`src/verilog/cmp_ctrl_defs.svh`:
```
// register offsets, field positions and reset values of the comparator control block
`ifndef CMP_CTRL_DEFS_SVH
`define CMP_CTRL_DEFS_SVH

`define CMP0_CONTROL_ADDR   8'h9B
`define CMP0_MODE_ADDR      8'h9D
`define CMP0_INSEL_ADDR     8'h9F
`define CMP1_CONTROL_ADDR   8'h9A
`define CMP1_MODE_ADDR      8'h9C
`define CMP1_INSEL_ADDR     8'h9E

`define CTL_EN_BIT          7
`define CTL_OUT_BIT         6
`define CTL_RISE_BIT        5
`define CTL_FALL_BIT        4
`define MODE_RIE_BIT        5
`define MODE_FIE_BIT        4

`define CTL_RESET           8'h00
`define MODE_RESET          8'h02
`define INSEL_RESET         8'hFF
`define INSEL_FIXED_ONES    8'hCC
`define INSEL_RW_MASK       8'h33
`define MODE_RW_MASK        8'h33
`define CTL_RW_MASK         8'hBF

`endif

```
`src/verilog/cmp_ctrl_pkg.sv`:
```
// types shared by the comparator control block
package cmp_ctrl_pkg;
    typedef logic [7:0] byte_t;
    typedef logic [1:0] sel2_t;
    typedef enum logic [1:0]
    {
        RESP_FASTEST = 2'b00,
        RESP_FAST    = 2'b01,
        RESP_SLOW    = 2'b10,
        RESP_SLOWEST = 2'b11
    } resp_mode_e;
endpackage

```
`src/verilog/cmp_sync.sv`:
```
// two-stage synchroniser for the raw comparator decision
`timescale 1ns/1ps
module cmp_sync
(
    input  wire logic core_clk,
    input  wire logic rst_sync_n,
    input  wire logic async_in,
    output logic      sync_out
);
    logic meta_r;

    always_ff @(posedge core_clk or negedge rst_sync_n)
    begin
        if (!rst_sync_n)
        begin
            meta_r   <= 1'b0;
            sync_out <= 1'b0;
        end
        else
        begin
            meta_r   <= async_in;
            sync_out <= meta_r;
        end
    end
endmodule

```
`src/verilog/cmp_channel.sv`:
```
// one comparator channel: registers, edge flags, output gating
`timescale 1ns/1ps
`include "cmp_ctrl_defs.svh"
module cmp_channel
    import cmp_ctrl_pkg::*;
(
    input  wire logic  core_clk,
    input  wire logic  rst_sync_n,
    input  wire logic  raw_decision,
    input  wire logic  sync_decision,
    input  wire logic  wr_ctl,
    input  wire logic  wr_mode,
    input  wire logic  wr_insel,
    input  wire byte_t wr_data,
    output byte_t      ctl_rd,
    output byte_t      mode_rd,
    output byte_t      insel_rd,
    output logic       irq_req,
    output logic       latched_next,
    output logic       raw_gated
);
    logic  enable_r;
    logic  rise_edge_flag_r;
    logic  fall_edge_flag_r;
    sel2_t pos_hysteresis_sel_r;
    sel2_t neg_hysteresis_sel_r;
    logic  rise_irq_enable_r;
    logic  fall_irq_enable_r;
    resp_mode_e response_mode_sel_r;
    sel2_t pos_input_sel_r;
    sel2_t neg_input_sel_r;
    logic  prev_r;
    logic  rise_evt;
    logic  fall_evt;
    byte_t wr_data_q;

    // edges only count while enabled so a disabled channel sets no flag from an edge (a control write still can)
    assign rise_evt = enable_r && sync_decision && !prev_r;
    assign fall_evt = enable_r && !sync_decision && prev_r;

    always_ff @(posedge core_clk or negedge rst_sync_n)
    begin
        if (!rst_sync_n)
            prev_r <= 1'b0;
        else
            prev_r <= sync_decision;
    end

    always_ff @(posedge core_clk or negedge rst_sync_n)
    begin
        if (!rst_sync_n)
        begin
            enable_r             <= 1'b0;
            pos_hysteresis_sel_r <= 2'h0;
            neg_hysteresis_sel_r <= 2'h0;
        end
        else if (wr_ctl)
        begin
            enable_r             <= wr_data[`CTL_EN_BIT];
            pos_hysteresis_sel_r <= wr_data[3:2];
            neg_hysteresis_sel_r <= wr_data[1:0];
        end
    end

    // set beats a same-cycle software clear
    always_ff @(posedge core_clk or negedge rst_sync_n)
    begin
        if (!rst_sync_n)
        begin
            rise_edge_flag_r <= 1'b0;
            fall_edge_flag_r <= 1'b0;
        end
        else
        begin
            if (rise_evt)
                rise_edge_flag_r <= 1'b1;
            else if (wr_ctl)
                rise_edge_flag_r <= wr_data[`CTL_RISE_BIT];
            if (fall_evt)
                fall_edge_flag_r <= 1'b1;
            else if (wr_ctl)
                fall_edge_flag_r <= wr_data[`CTL_FALL_BIT];
        end
    end

    always_ff @(posedge core_clk or negedge rst_sync_n)
    begin
        if (!rst_sync_n)
        begin
            rise_irq_enable_r   <= 1'b0;
            fall_irq_enable_r   <= 1'b0;
            response_mode_sel_r <= RESP_SLOW;
        end
        else if (wr_mode)
        begin
            rise_irq_enable_r   <= wr_data[`MODE_RIE_BIT];
            fall_irq_enable_r   <= wr_data[`MODE_FIE_BIT];
            response_mode_sel_r <= resp_mode_e'(wr_data[1:0]);
        end
    end

    always_ff @(posedge core_clk or negedge rst_sync_n)
    begin
        if (!rst_sync_n)
        begin
            pos_input_sel_r <= 2'h3;
            neg_input_sel_r <= 2'h3;
        end
        else if (wr_insel)
        begin
            neg_input_sel_r <= wr_data[5:4];
            pos_input_sel_r <= wr_data[1:0];
        end
    end

    assign ctl_rd   = {enable_r, sync_decision, rise_edge_flag_r, fall_edge_flag_r,
                       pos_hysteresis_sel_r, neg_hysteresis_sel_r};
    assign mode_rd  = {2'b00, rise_irq_enable_r, fall_irq_enable_r, 2'b00, response_mode_sel_r};
    assign insel_rd = {2'b11, neg_input_sel_r, 2'b11, pos_input_sel_r};

    assign irq_req      = (rise_edge_flag_r && rise_irq_enable_r) ||
                          (fall_edge_flag_r && fall_irq_enable_r);
    assign latched_next = enable_r && sync_decision;
    // unclocked path: no flop, works with the clock stopped
    assign raw_gated    = enable_r && raw_decision;

    a_flag_hold: assert property (@(posedge core_clk) disable iff (!rst_sync_n)
        (rise_edge_flag_r && !(wr_ctl && !wr_data[`CTL_RISE_BIT])) |=> rise_edge_flag_r)
        else $error("rise flag dropped without clear");
    a_set_wins: assert property (@(posedge core_clk) disable iff (!rst_sync_n)
        fall_evt |=> fall_edge_flag_r)
        else $error("fall edge lost");
    a_rise_sets: assert property (@(posedge core_clk) disable iff (!rst_sync_n)
        (enable_r && $rose(sync_decision)) |=> rise_edge_flag_r)
        else $error("rising edge not flagged");
    a_irq_gate: assert property (@(posedge core_clk) disable iff (!rst_sync_n)
        irq_req |-> ((rise_edge_flag_r && rise_irq_enable_r) || (fall_edge_flag_r && fall_irq_enable_r)))
        else $error("interrupt without enabled flag");
    a_insel_ones: assert property (@(posedge core_clk) disable iff (!rst_sync_n)
        (insel_rd & `INSEL_FIXED_ONES) == `INSEL_FIXED_ONES)
        else $error("unused select bits not one");
    a_mode_zeros: assert property (@(posedge core_clk) disable iff (!rst_sync_n)
        wr_mode |=> (mode_rd == (wr_data_q & `MODE_RW_MASK)))
        else $error("mode register readback wrong");

    always_ff @(posedge core_clk)
        wr_data_q <= wr_data;
endmodule

```
`src/verilog/dual_comparator_control.sv`:
```
// top of the dual comparator control: register port, sync, pin outputs
//
// Overview of operation
// - two comparators, latched and raw outputs each
// - raw output works with clock stopped
// - pin output picks synchronous or raw version
// - comparator 0 offered as reset source
// - input select: negative 5-4, positive 1-0
// - input select unused bits read one
// - disabled comparator drives its outputs low
// - two-bit response time mode field
// - hysteresis fields in control bits 3-0
// - edges set rising and falling flags
// - flags stay set until software clears
// - flag interrupts only when enabled
// - control bit 6 shows comparator state
// - control bit 7 enables the comparator
// - control resets to zero
// - mode resets to 0x02, unused read zero
`timescale 1ns/1ps
`include "cmp_ctrl_defs.svh"
module dual_comparator_control
    import cmp_ctrl_pkg::*;
(
    input  wire logic       core_clk,
    input  wire logic       rst_n,
    input  wire logic [7:0] sfr_addr,
    input  wire logic [7:0] sfr_wdata,
    input  wire logic       sfr_wr,
    input  wire logic       sfr_rd,
    output logic [7:0]      sfr_rdata,
    input  wire logic [1:0] analog_decision,
    input  wire logic [1:0] pin_async_sel,
    output logic [1:0]      latched_cmp_out,
    output logic [1:0]      raw_cmp_out,
    output logic [1:0]      pin_cmp_out,
    output logic [1:0]      cmp_irq,
    output logic            cmp0_reset_src
);
    logic       rst_s1_r;
    logic       rst_sync_n;
    logic [1:0] sync_dec;
    logic [1:0] latched_next;
    logic [1:0] raw_gated;
    logic [1:0] irq_req;
    byte_t      ctl_rd   [2];
    byte_t      mode_rd  [2];
    byte_t      insel_rd [2];
    logic [1:0] wr_ctl;
    logic [1:0] wr_mode;
    logic [1:0] wr_insel;
    byte_t      rd_mux;

    // ************************************************************
    // reset release
    // ************************************************************
    always_ff @(posedge core_clk or negedge rst_n)
    begin
        if (!rst_n)
        begin
            rst_s1_r   <= 1'b0;
            rst_sync_n <= 1'b0;
        end
        else
        begin
            rst_s1_r   <= 1'b1;
            rst_sync_n <= rst_s1_r;
        end
    end

    // ************************************************************
    // decode
    // ************************************************************
    function automatic logic hit(input logic [7:0] a, input logic [7:0] target);
        hit = (a == target);
    endfunction

    assign wr_ctl[0]   = sfr_wr && hit(sfr_addr, `CMP0_CONTROL_ADDR);
    assign wr_mode[0]  = sfr_wr && hit(sfr_addr, `CMP0_MODE_ADDR);
    assign wr_insel[0] = sfr_wr && hit(sfr_addr, `CMP0_INSEL_ADDR);
    assign wr_ctl[1]   = sfr_wr && hit(sfr_addr, `CMP1_CONTROL_ADDR);
    assign wr_mode[1]  = sfr_wr && hit(sfr_addr, `CMP1_MODE_ADDR);
    assign wr_insel[1] = sfr_wr && hit(sfr_addr, `CMP1_INSEL_ADDR);

    // ************************************************************
    // channels
    // ************************************************************
    genvar g;
    generate
        for (g = 0; g < 2; g++)
        begin : ch
            cmp_sync u_sync
            (
                .core_clk   (core_clk),
                .rst_sync_n (rst_sync_n),
                .async_in   (analog_decision[g]),
                .sync_out   (sync_dec[g])
            );
            cmp_channel u_chan
            (
                .core_clk      (core_clk),
                .rst_sync_n    (rst_sync_n),
                .raw_decision  (analog_decision[g]),
                .sync_decision (sync_dec[g]),
                .wr_ctl        (wr_ctl[g]),
                .wr_mode       (wr_mode[g]),
                .wr_insel      (wr_insel[g]),
                .wr_data       (sfr_wdata),
                .ctl_rd        (ctl_rd[g]),
                .mode_rd       (mode_rd[g]),
                .insel_rd      (insel_rd[g]),
                .irq_req       (irq_req[g]),
                .latched_next  (latched_next[g]),
                .raw_gated     (raw_gated[g])
            );
        end
    endgenerate

    // ************************************************************
    // read port
    // ************************************************************
    always_comb
    begin
        case (sfr_addr)
            `CMP0_CONTROL_ADDR: rd_mux = ctl_rd[0];
            `CMP0_MODE_ADDR:    rd_mux = mode_rd[0];
            `CMP0_INSEL_ADDR:   rd_mux = insel_rd[0];
            `CMP1_CONTROL_ADDR: rd_mux = ctl_rd[1];
            `CMP1_MODE_ADDR:    rd_mux = mode_rd[1];
            `CMP1_INSEL_ADDR:   rd_mux = insel_rd[1];
            default:            rd_mux = 8'h00;
        endcase
    end

    always_ff @(posedge core_clk or negedge rst_sync_n)
    begin
        if (!rst_sync_n)
            sfr_rdata <= 8'h00;
        else if (sfr_rd)
            sfr_rdata <= rd_mux;
    end

    // ************************************************************
    // outputs
    // ************************************************************
    always_ff @(posedge core_clk or negedge rst_sync_n)
    begin
        if (!rst_sync_n)
        begin
            latched_cmp_out <= 2'b00;
            cmp_irq         <= 2'b00;
            cmp0_reset_src  <= 1'b0;
        end
        else
        begin
            latched_cmp_out <= latched_next;
            cmp_irq         <= irq_req;
            cmp0_reset_src  <= latched_next[0];
        end
    end

    // the raw path must survive a stopped clock, so it bypasses every flop by design;
    // a flop here would break stop-mode wakeup
    assign raw_cmp_out = raw_gated;
    assign pin_cmp_out = (pin_async_sel & raw_gated) | (~pin_async_sel & latched_cmp_out);

    a_latched_disabled: assert property (@(posedge core_clk) disable iff (!rst_sync_n)
        !ctl_rd[0][`CTL_EN_BIT] |=> !latched_cmp_out[0])
        else $error("disabled comparator drives high");
    a_out_bit_sync: assert property (@(posedge core_clk) disable iff (!rst_sync_n)
        ctl_rd[1][`CTL_OUT_BIT] == $past(analog_decision[1], 2))
        else $error("state bit not two-stage synchronised");
    a_ctl_reset: assert property (@(posedge core_clk) $rose(rst_sync_n) |-> ctl_rd[0] == `CTL_RESET)
        else $error("control reset value wrong");
endmodule

```
`config.mk`:
```
export PLATFORM = sky130hd
export DESIGN_NAME = dual_comparator_control
export DESIGN_NICKNAME = d
export VERILOG_FILES = /design/src/verilog/cmp_ctrl_pkg.sv /design/src/verilog/cmp_sync.sv /design/src/verilog/cmp_channel.sv /design/src/verilog/dual_comparator_control.sv
export VERILOG_INCLUDE_DIRS = /design/src /design/src/verilog
export SDC_FILE = /design/constraint.sdc
export NUM_CORES = 1
export LEC_CHECK = 0
export ABC_AREA = 1
export BUFFER_PORTS_ARGS = -buffer_cell sky130_fd_sc_hd__buf_2
export CORE_ASPECT_RATIO = 0.6
export CORE_MARGIN = 8
export CORE_UTILIZATION = 30
export DETAILED_ROUTE_END_ITERATION = 12
export PLACE_DENSITY_LB_ADDON = 0.3
export SETUP_SLACK_MARGIN = 0.4
export SKIP_CTS_REPAIR_TIMING = 1
export SLEW_MARGIN = 10
export SYNTH_ARGS = -nofsm -noshare
export SYNTH_HDL_FRONTEND = slang
export SYNTH_SLANG_ARGS = --single-unit
```
`constraint.sdc`:
```
create_clock -name core_clk -period 2.2 [get_ports core_clk]
set_clock_uncertainty 0.15 [all_clocks]
set_input_delay 0.44 -clock core_clk [delete_from_list [all_inputs] [get_ports core_clk]]
set_output_delay 0.44 -clock core_clk [all_outputs]
set_load 0.01 [all_outputs]
```
Yosys cells after proc, flatten, opt, wreduce, memory -nomap -nowiden
Index checks and enable logic that the tools add are counted.
- reduce and logical (&&, ||, !) cells: 30
- equality and inequality tests: 6
- bitwise gates (word level): 4
- muxes and demuxes: 9
- operators with widths (cell ; count):
    equality test 8 bit (second input constant) ; 6
    one-hot mux 8 bit (6 select lines) ; 1
    logical AND 1 bit ; 20
    2-to-1 mux 1 bit ; 8
    nonzero test 2 bit ; 4
    bitwise AND 2 bit ; 2
    logical NOT 1 bit ; 4
    logical OR 1 bit ; 2
    NOT 2 bit ; 1
    bitwise OR 2 bit ; 1
- register bits after elaboration: 51
- output and inout bits: 17

Depth between registers and ports, before layout
- depth in word-level cells: 4
- mapped depth: 8

Modules after synthesis
Synthesis repeated with hierarchy kept, for this count alone.
- cells, all modules: 349
- area, all modules: 2778.9 µm²
- modules (own cells, without submodules) (module ; sequential area each (µm²) ; cells each ; area each (µm²) ; times used):
    cmp_channel ; 406.6 ; 91 ; 764.5 ; 2
    dual_comparator_control ; 350.3 ; 163 ; 1149.9 ; 1
    cmp_sync ; 50.0 ; 2 ; 50.0 ; 2

Worst setup path after synthesis
No wires, ideal clock.
- kind: in2reg
- start: input port sfr_addr[2]
- end: register ch[1].u_chan.neg_hysteresis_sel_r[0]
- setup time: 0.119 ns
- data required time: 1.931 ns
- data arrival time: 1.240 ns
- path slack: 0.692 ns
- stages on the path: 8
- path through: inv_1 > nand2_1 > nor2_4 > nand2_2 > nor2_2 > buf_4 > nand2_1 > o21a_1
- word-level cells in the longest chain between the ends: 2
- ends and longest elaborated chain (element ; RTL line ; text):
    start: declaration ; dual_comparator_control.sv:27 ; input wire logic [7:0] sfr_addr,
    equality test 8 bit ; dual_comparator_control.sv:75 ; hit = (a == target);
    logical AND 1 bit ; dual_comparator_control.sv:81 ; assign wr_ctl[1] = sfr_wr && hit(sfr_addr, `CMP1_CONTROL_ADDR);
    end signal: assignment ; cmp_channel.sv:61 ; neg_hysteresis_sel_r <= wr_data[1:0];
    end: declaration ; cmp_channel.sv:26 ; sel2_t neg_hysteresis_sel_r;
No other way between the ends.
A chain may end at the register's enable or synchronous reset.

Worst setup path in the final report
- start: register ch[0].u_chan.enable_r
- end: output port pin_cmp_out[0]
- word-level cells in the longest chain between the ends: 3
- ends and longest elaborated chain (element ; RTL line ; text):
    start: declaration ; cmp_channel.sv:22 ; logic enable_r;
    start signal: assignment ; cmp_channel.sv:59 ; enable_r <= wr_data[`CTL_EN_BIT];
    logical AND 1 bit ; cmp_channel.sv:125 ; assign raw_gated = enable_r && raw_decision;
    bitwise AND 2 bit ; dual_comparator_control.sv:165 ; assign pin_cmp_out = (pin_async_sel & raw_gated) | (~pin_async_sel & latched_cmp_out);
    bitwise OR 2 bit ; dual_comparator_control.sv:165 ;
    end: declaration ; dual_comparator_control.sv:36 ; output logic [1:0] pin_cmp_out,
No other way between the ends.

==> impl_metrics.json <==
{
  "reg2reg_from": "ch[0].u_chan.enable_r",
  "period_minus_slack_ns": 1.66,
  "fp-row-count": 24,
  "whs_path_depth": 1,
  "worstSetupPathType": "flop to output pin",
  "synth.net_count": 289,
  "ys_warn_count": 0,
  "worst_pin_slew_ns": 0.612,
  "post-route-period-util": 0.756,
  "start_util": 0.313,
  "setup.worst_path.end_class": "output pin",
  "final_common_cell": "nand2_1",
  "place_inst": 405,
  "final_cell_mix": "nand2_1, dfrtp_1, buf_2",
  "synth-seq-cells": 50,
  "hpwl_um": 4390,
  "hold_start": "analog_decision[0]",
  "via_per_inst": 4.45,
  "hold_path_class": "input port to flop",
  "grt_pass1_wl_um": 9690,
  "clk_pin_slew_worst_paths_ns": 0.06,
  "num_antenna_cells": 0,
  "finalSetupViolCount": 0,
  "io_buffer_count": 39,
  "grt_start_max_net_pins": 49,
  "h-tree-depth": 2,
  "power.total_uw": 1970,
  "layout-drive-gt1-share": 0.252,
  "ys.flop_type": "dfrtp_1",
  "place_ws_ns": 0.266,
  "critPathLaunchType": "flop",
  "synth_seq_area_share": 0.549,
  "path_cells": "nand2_1, a21oi_1, buf_2",
  "finalSetupTns_ns": 0,
  "die_y_um": 83.9,
  "power.leakage_uw": 0.00138,
  "first_pass_iters": 4,
  "vias": 1841,
  "place_area_sq_um": 2620,
  "power.density_nw_per_um2": 709,
  "drv_slew": 0,
  "drc": 0,
  "slowest_delay_ns": 0.43,
  "worst_slack_ns": 0.538,
  "numCtsBuffers": 5,
  "netlist_area_sq_um": 2300,
  "cp_slowest_cell": "dfrtp_1",
  "cts_root_buffer": "clkbuf_16",
  "syn_area_per_cell_sq_um": 8.69,
  "die_area_sq_um": 10800,
  "drt-total-wl_um": 5810,
  "syn_inst": 265,
  "pin_count": 41,
  "grt_pass1_vias": 1869,
  "grt_use_total": 0.116,
  "cts_sinks": 50,
  "instances_no_fill": 414,
  "synthDistinctLibCells": 21,
  "fmax_ghz": 0.602,
  "cts_buffer_depth": 2,
  "whs_endpoint": "ch[0].u_sync.meta_r",
  "regToRegEndpoint": "sfr_rdata[7]",
  "die_w_um": 129,
  "final_area_sq_um": 2780,
  "status": "finished, final reports clean",
  "cp.arrival_ns": 1.07,
  "coreArea_sq_um": 7360,
  "grt.overflow.total": 0,
  "clk_latency_ns": 0.29,
  "cp.required_ns": 1.61,
  "r2r_slack_ns": 0.94,
  "cap_violations": 0,
  "cp_max_fo": 5,
  "area_growth_pct": 20.6,
  "rsz0062_at_grt": "false",
  "synth_edf_count": 0,
  "routedWlPerCell_um": 14.0,
  "grt_antenna_before_repair": 0,
  "ir_drop_mv": 0.407,
  "final_antenna_net_count": 0,
  "synthArstFlopShare": 1.00,
  "fin_nets": 333,
  "max-slew-margin-rel": 0.592,
  "drtIter0Drc": 97,
  "gp_congestion": 0.768,
  "cp.depth": 3,
  "report.final.hold_viol_count": 0,
  "r2r_cells": 4,
  "cts_tree": "yes",
  "critPathTopFamily": "flip-flops",
  "path_buf_inv": 1
}
## area by class of cell
class                   count  area [sq um]
multi-input cells         183           895
clock inverters             1          5.00
fillers                   752          4580
repair buffers             47           258
clock buffers               7           143
inverters                  22          82.6
well taps                 104           130
flip-flops and latches     50          1260
## per-stage QoR
step                 util  hold slack [ns]
global route        0.378            0.106
finish              0.378            0.114
detailed placement  0.356           0.0773
floorplan               -         -0.00559
CTS                 0.376           -0.243
global placement    0.356           0.0761
## synth_stat cells (2+ instances only)
master	count	area share
dfrtp_1	40	0.43
dfstp_2	10	0.11
inv_1	22	0.036
buf_2	5	0.011
nor2_1	19	0.031
nand2_1	72	0.12
nand2_2	2	0.0054
nor2_4	5	0.024
nand3_1	32	0.070
o21a_1	14	0.046
o211ai_1	2	0.0065
a21oi_1	7	0.015
nor2_2	6	0.016
buf_4	5	0.016
o21ai_0	18	0.039
## worst max-delay path by stage
stage | from | end | slack, ns
CTS | ch[0].u_chan.enable_r | pin_cmp_out[0] | 0.51
finish | ch[0].u_chan.enable_r | pin_cmp_out[0] | 0.54
detailed placement | sfr_addr[5] | ch[0].u_chan.neg_hysteresis_sel_r[0] | 0.27
floorplan | rst_sync_n | ch[0].u_chan.enable_r | 0.57
global placement | sfr_addr[2] | ch[0].u_chan.neg_hysteresis_sel_r[0] | 0.30
global route | ch[0].u_chan.enable_r | pin_cmp_out[0] | 0.44
## cell families (layout without fill, tap and decap cells)
kind of cell | count (synthesis) | in the layout | synth area share
DFF | 50 | 50 | 0.549
and+or+nand+nor | 138 | 138 | 0.272
AOI/OAI and AO/OA | 44 | 44 | 0.115
other | 1 | 1 | 0.00163
buffers and inverters | 32 | 77 | 0.0630
## state kept, by name, summed over array words and instances (netlist names)
register / flops
ch.u_chan.enable_r: 2
ch.u_chan.fall_edge_flag_r: 2
ch.u_chan.fall_irq_enable_r: 2
ch.u_chan.neg_hysteresis_sel_r: 4
ch.u_chan.neg_input_sel_r: 4
ch.u_chan.pos_hysteresis_sel_r: 4
ch.u_chan.pos_input_sel_r: 4
ch.u_chan.prev_r: 2
ch.u_chan.response_mode_sel_r: 4
ch.u_chan.rise_edge_flag_r: 2
ch.u_chan.rise_irq_enable_r: 2
ch.u_sync.meta_r: 2
ch.u_sync.sync_out: 2
cmp_irq: 2
latched_cmp_out: 2
rst_s1_r: 1
rst_sync_n: 1
sfr_rdata: 8
## power breakdown
part	leakage [uW]	switching [uW]	internal [uW]
clock network	0.0000739	331	451
registers	0.000588	31.0	986
logic	0.000715	105	65.7
total	0.00138	467	1500
## per-layer routing
metal	share of wire	GRT usage	up-vias
met1	0.55	0.178	838
met2	0.35	0.140	54
met5	0	0	-
met3	0.090	0.0408	5
li1	-	-	944
met4	0.012	0.0382	0
No activity file was read; power rests on OpenSTA's default activity.
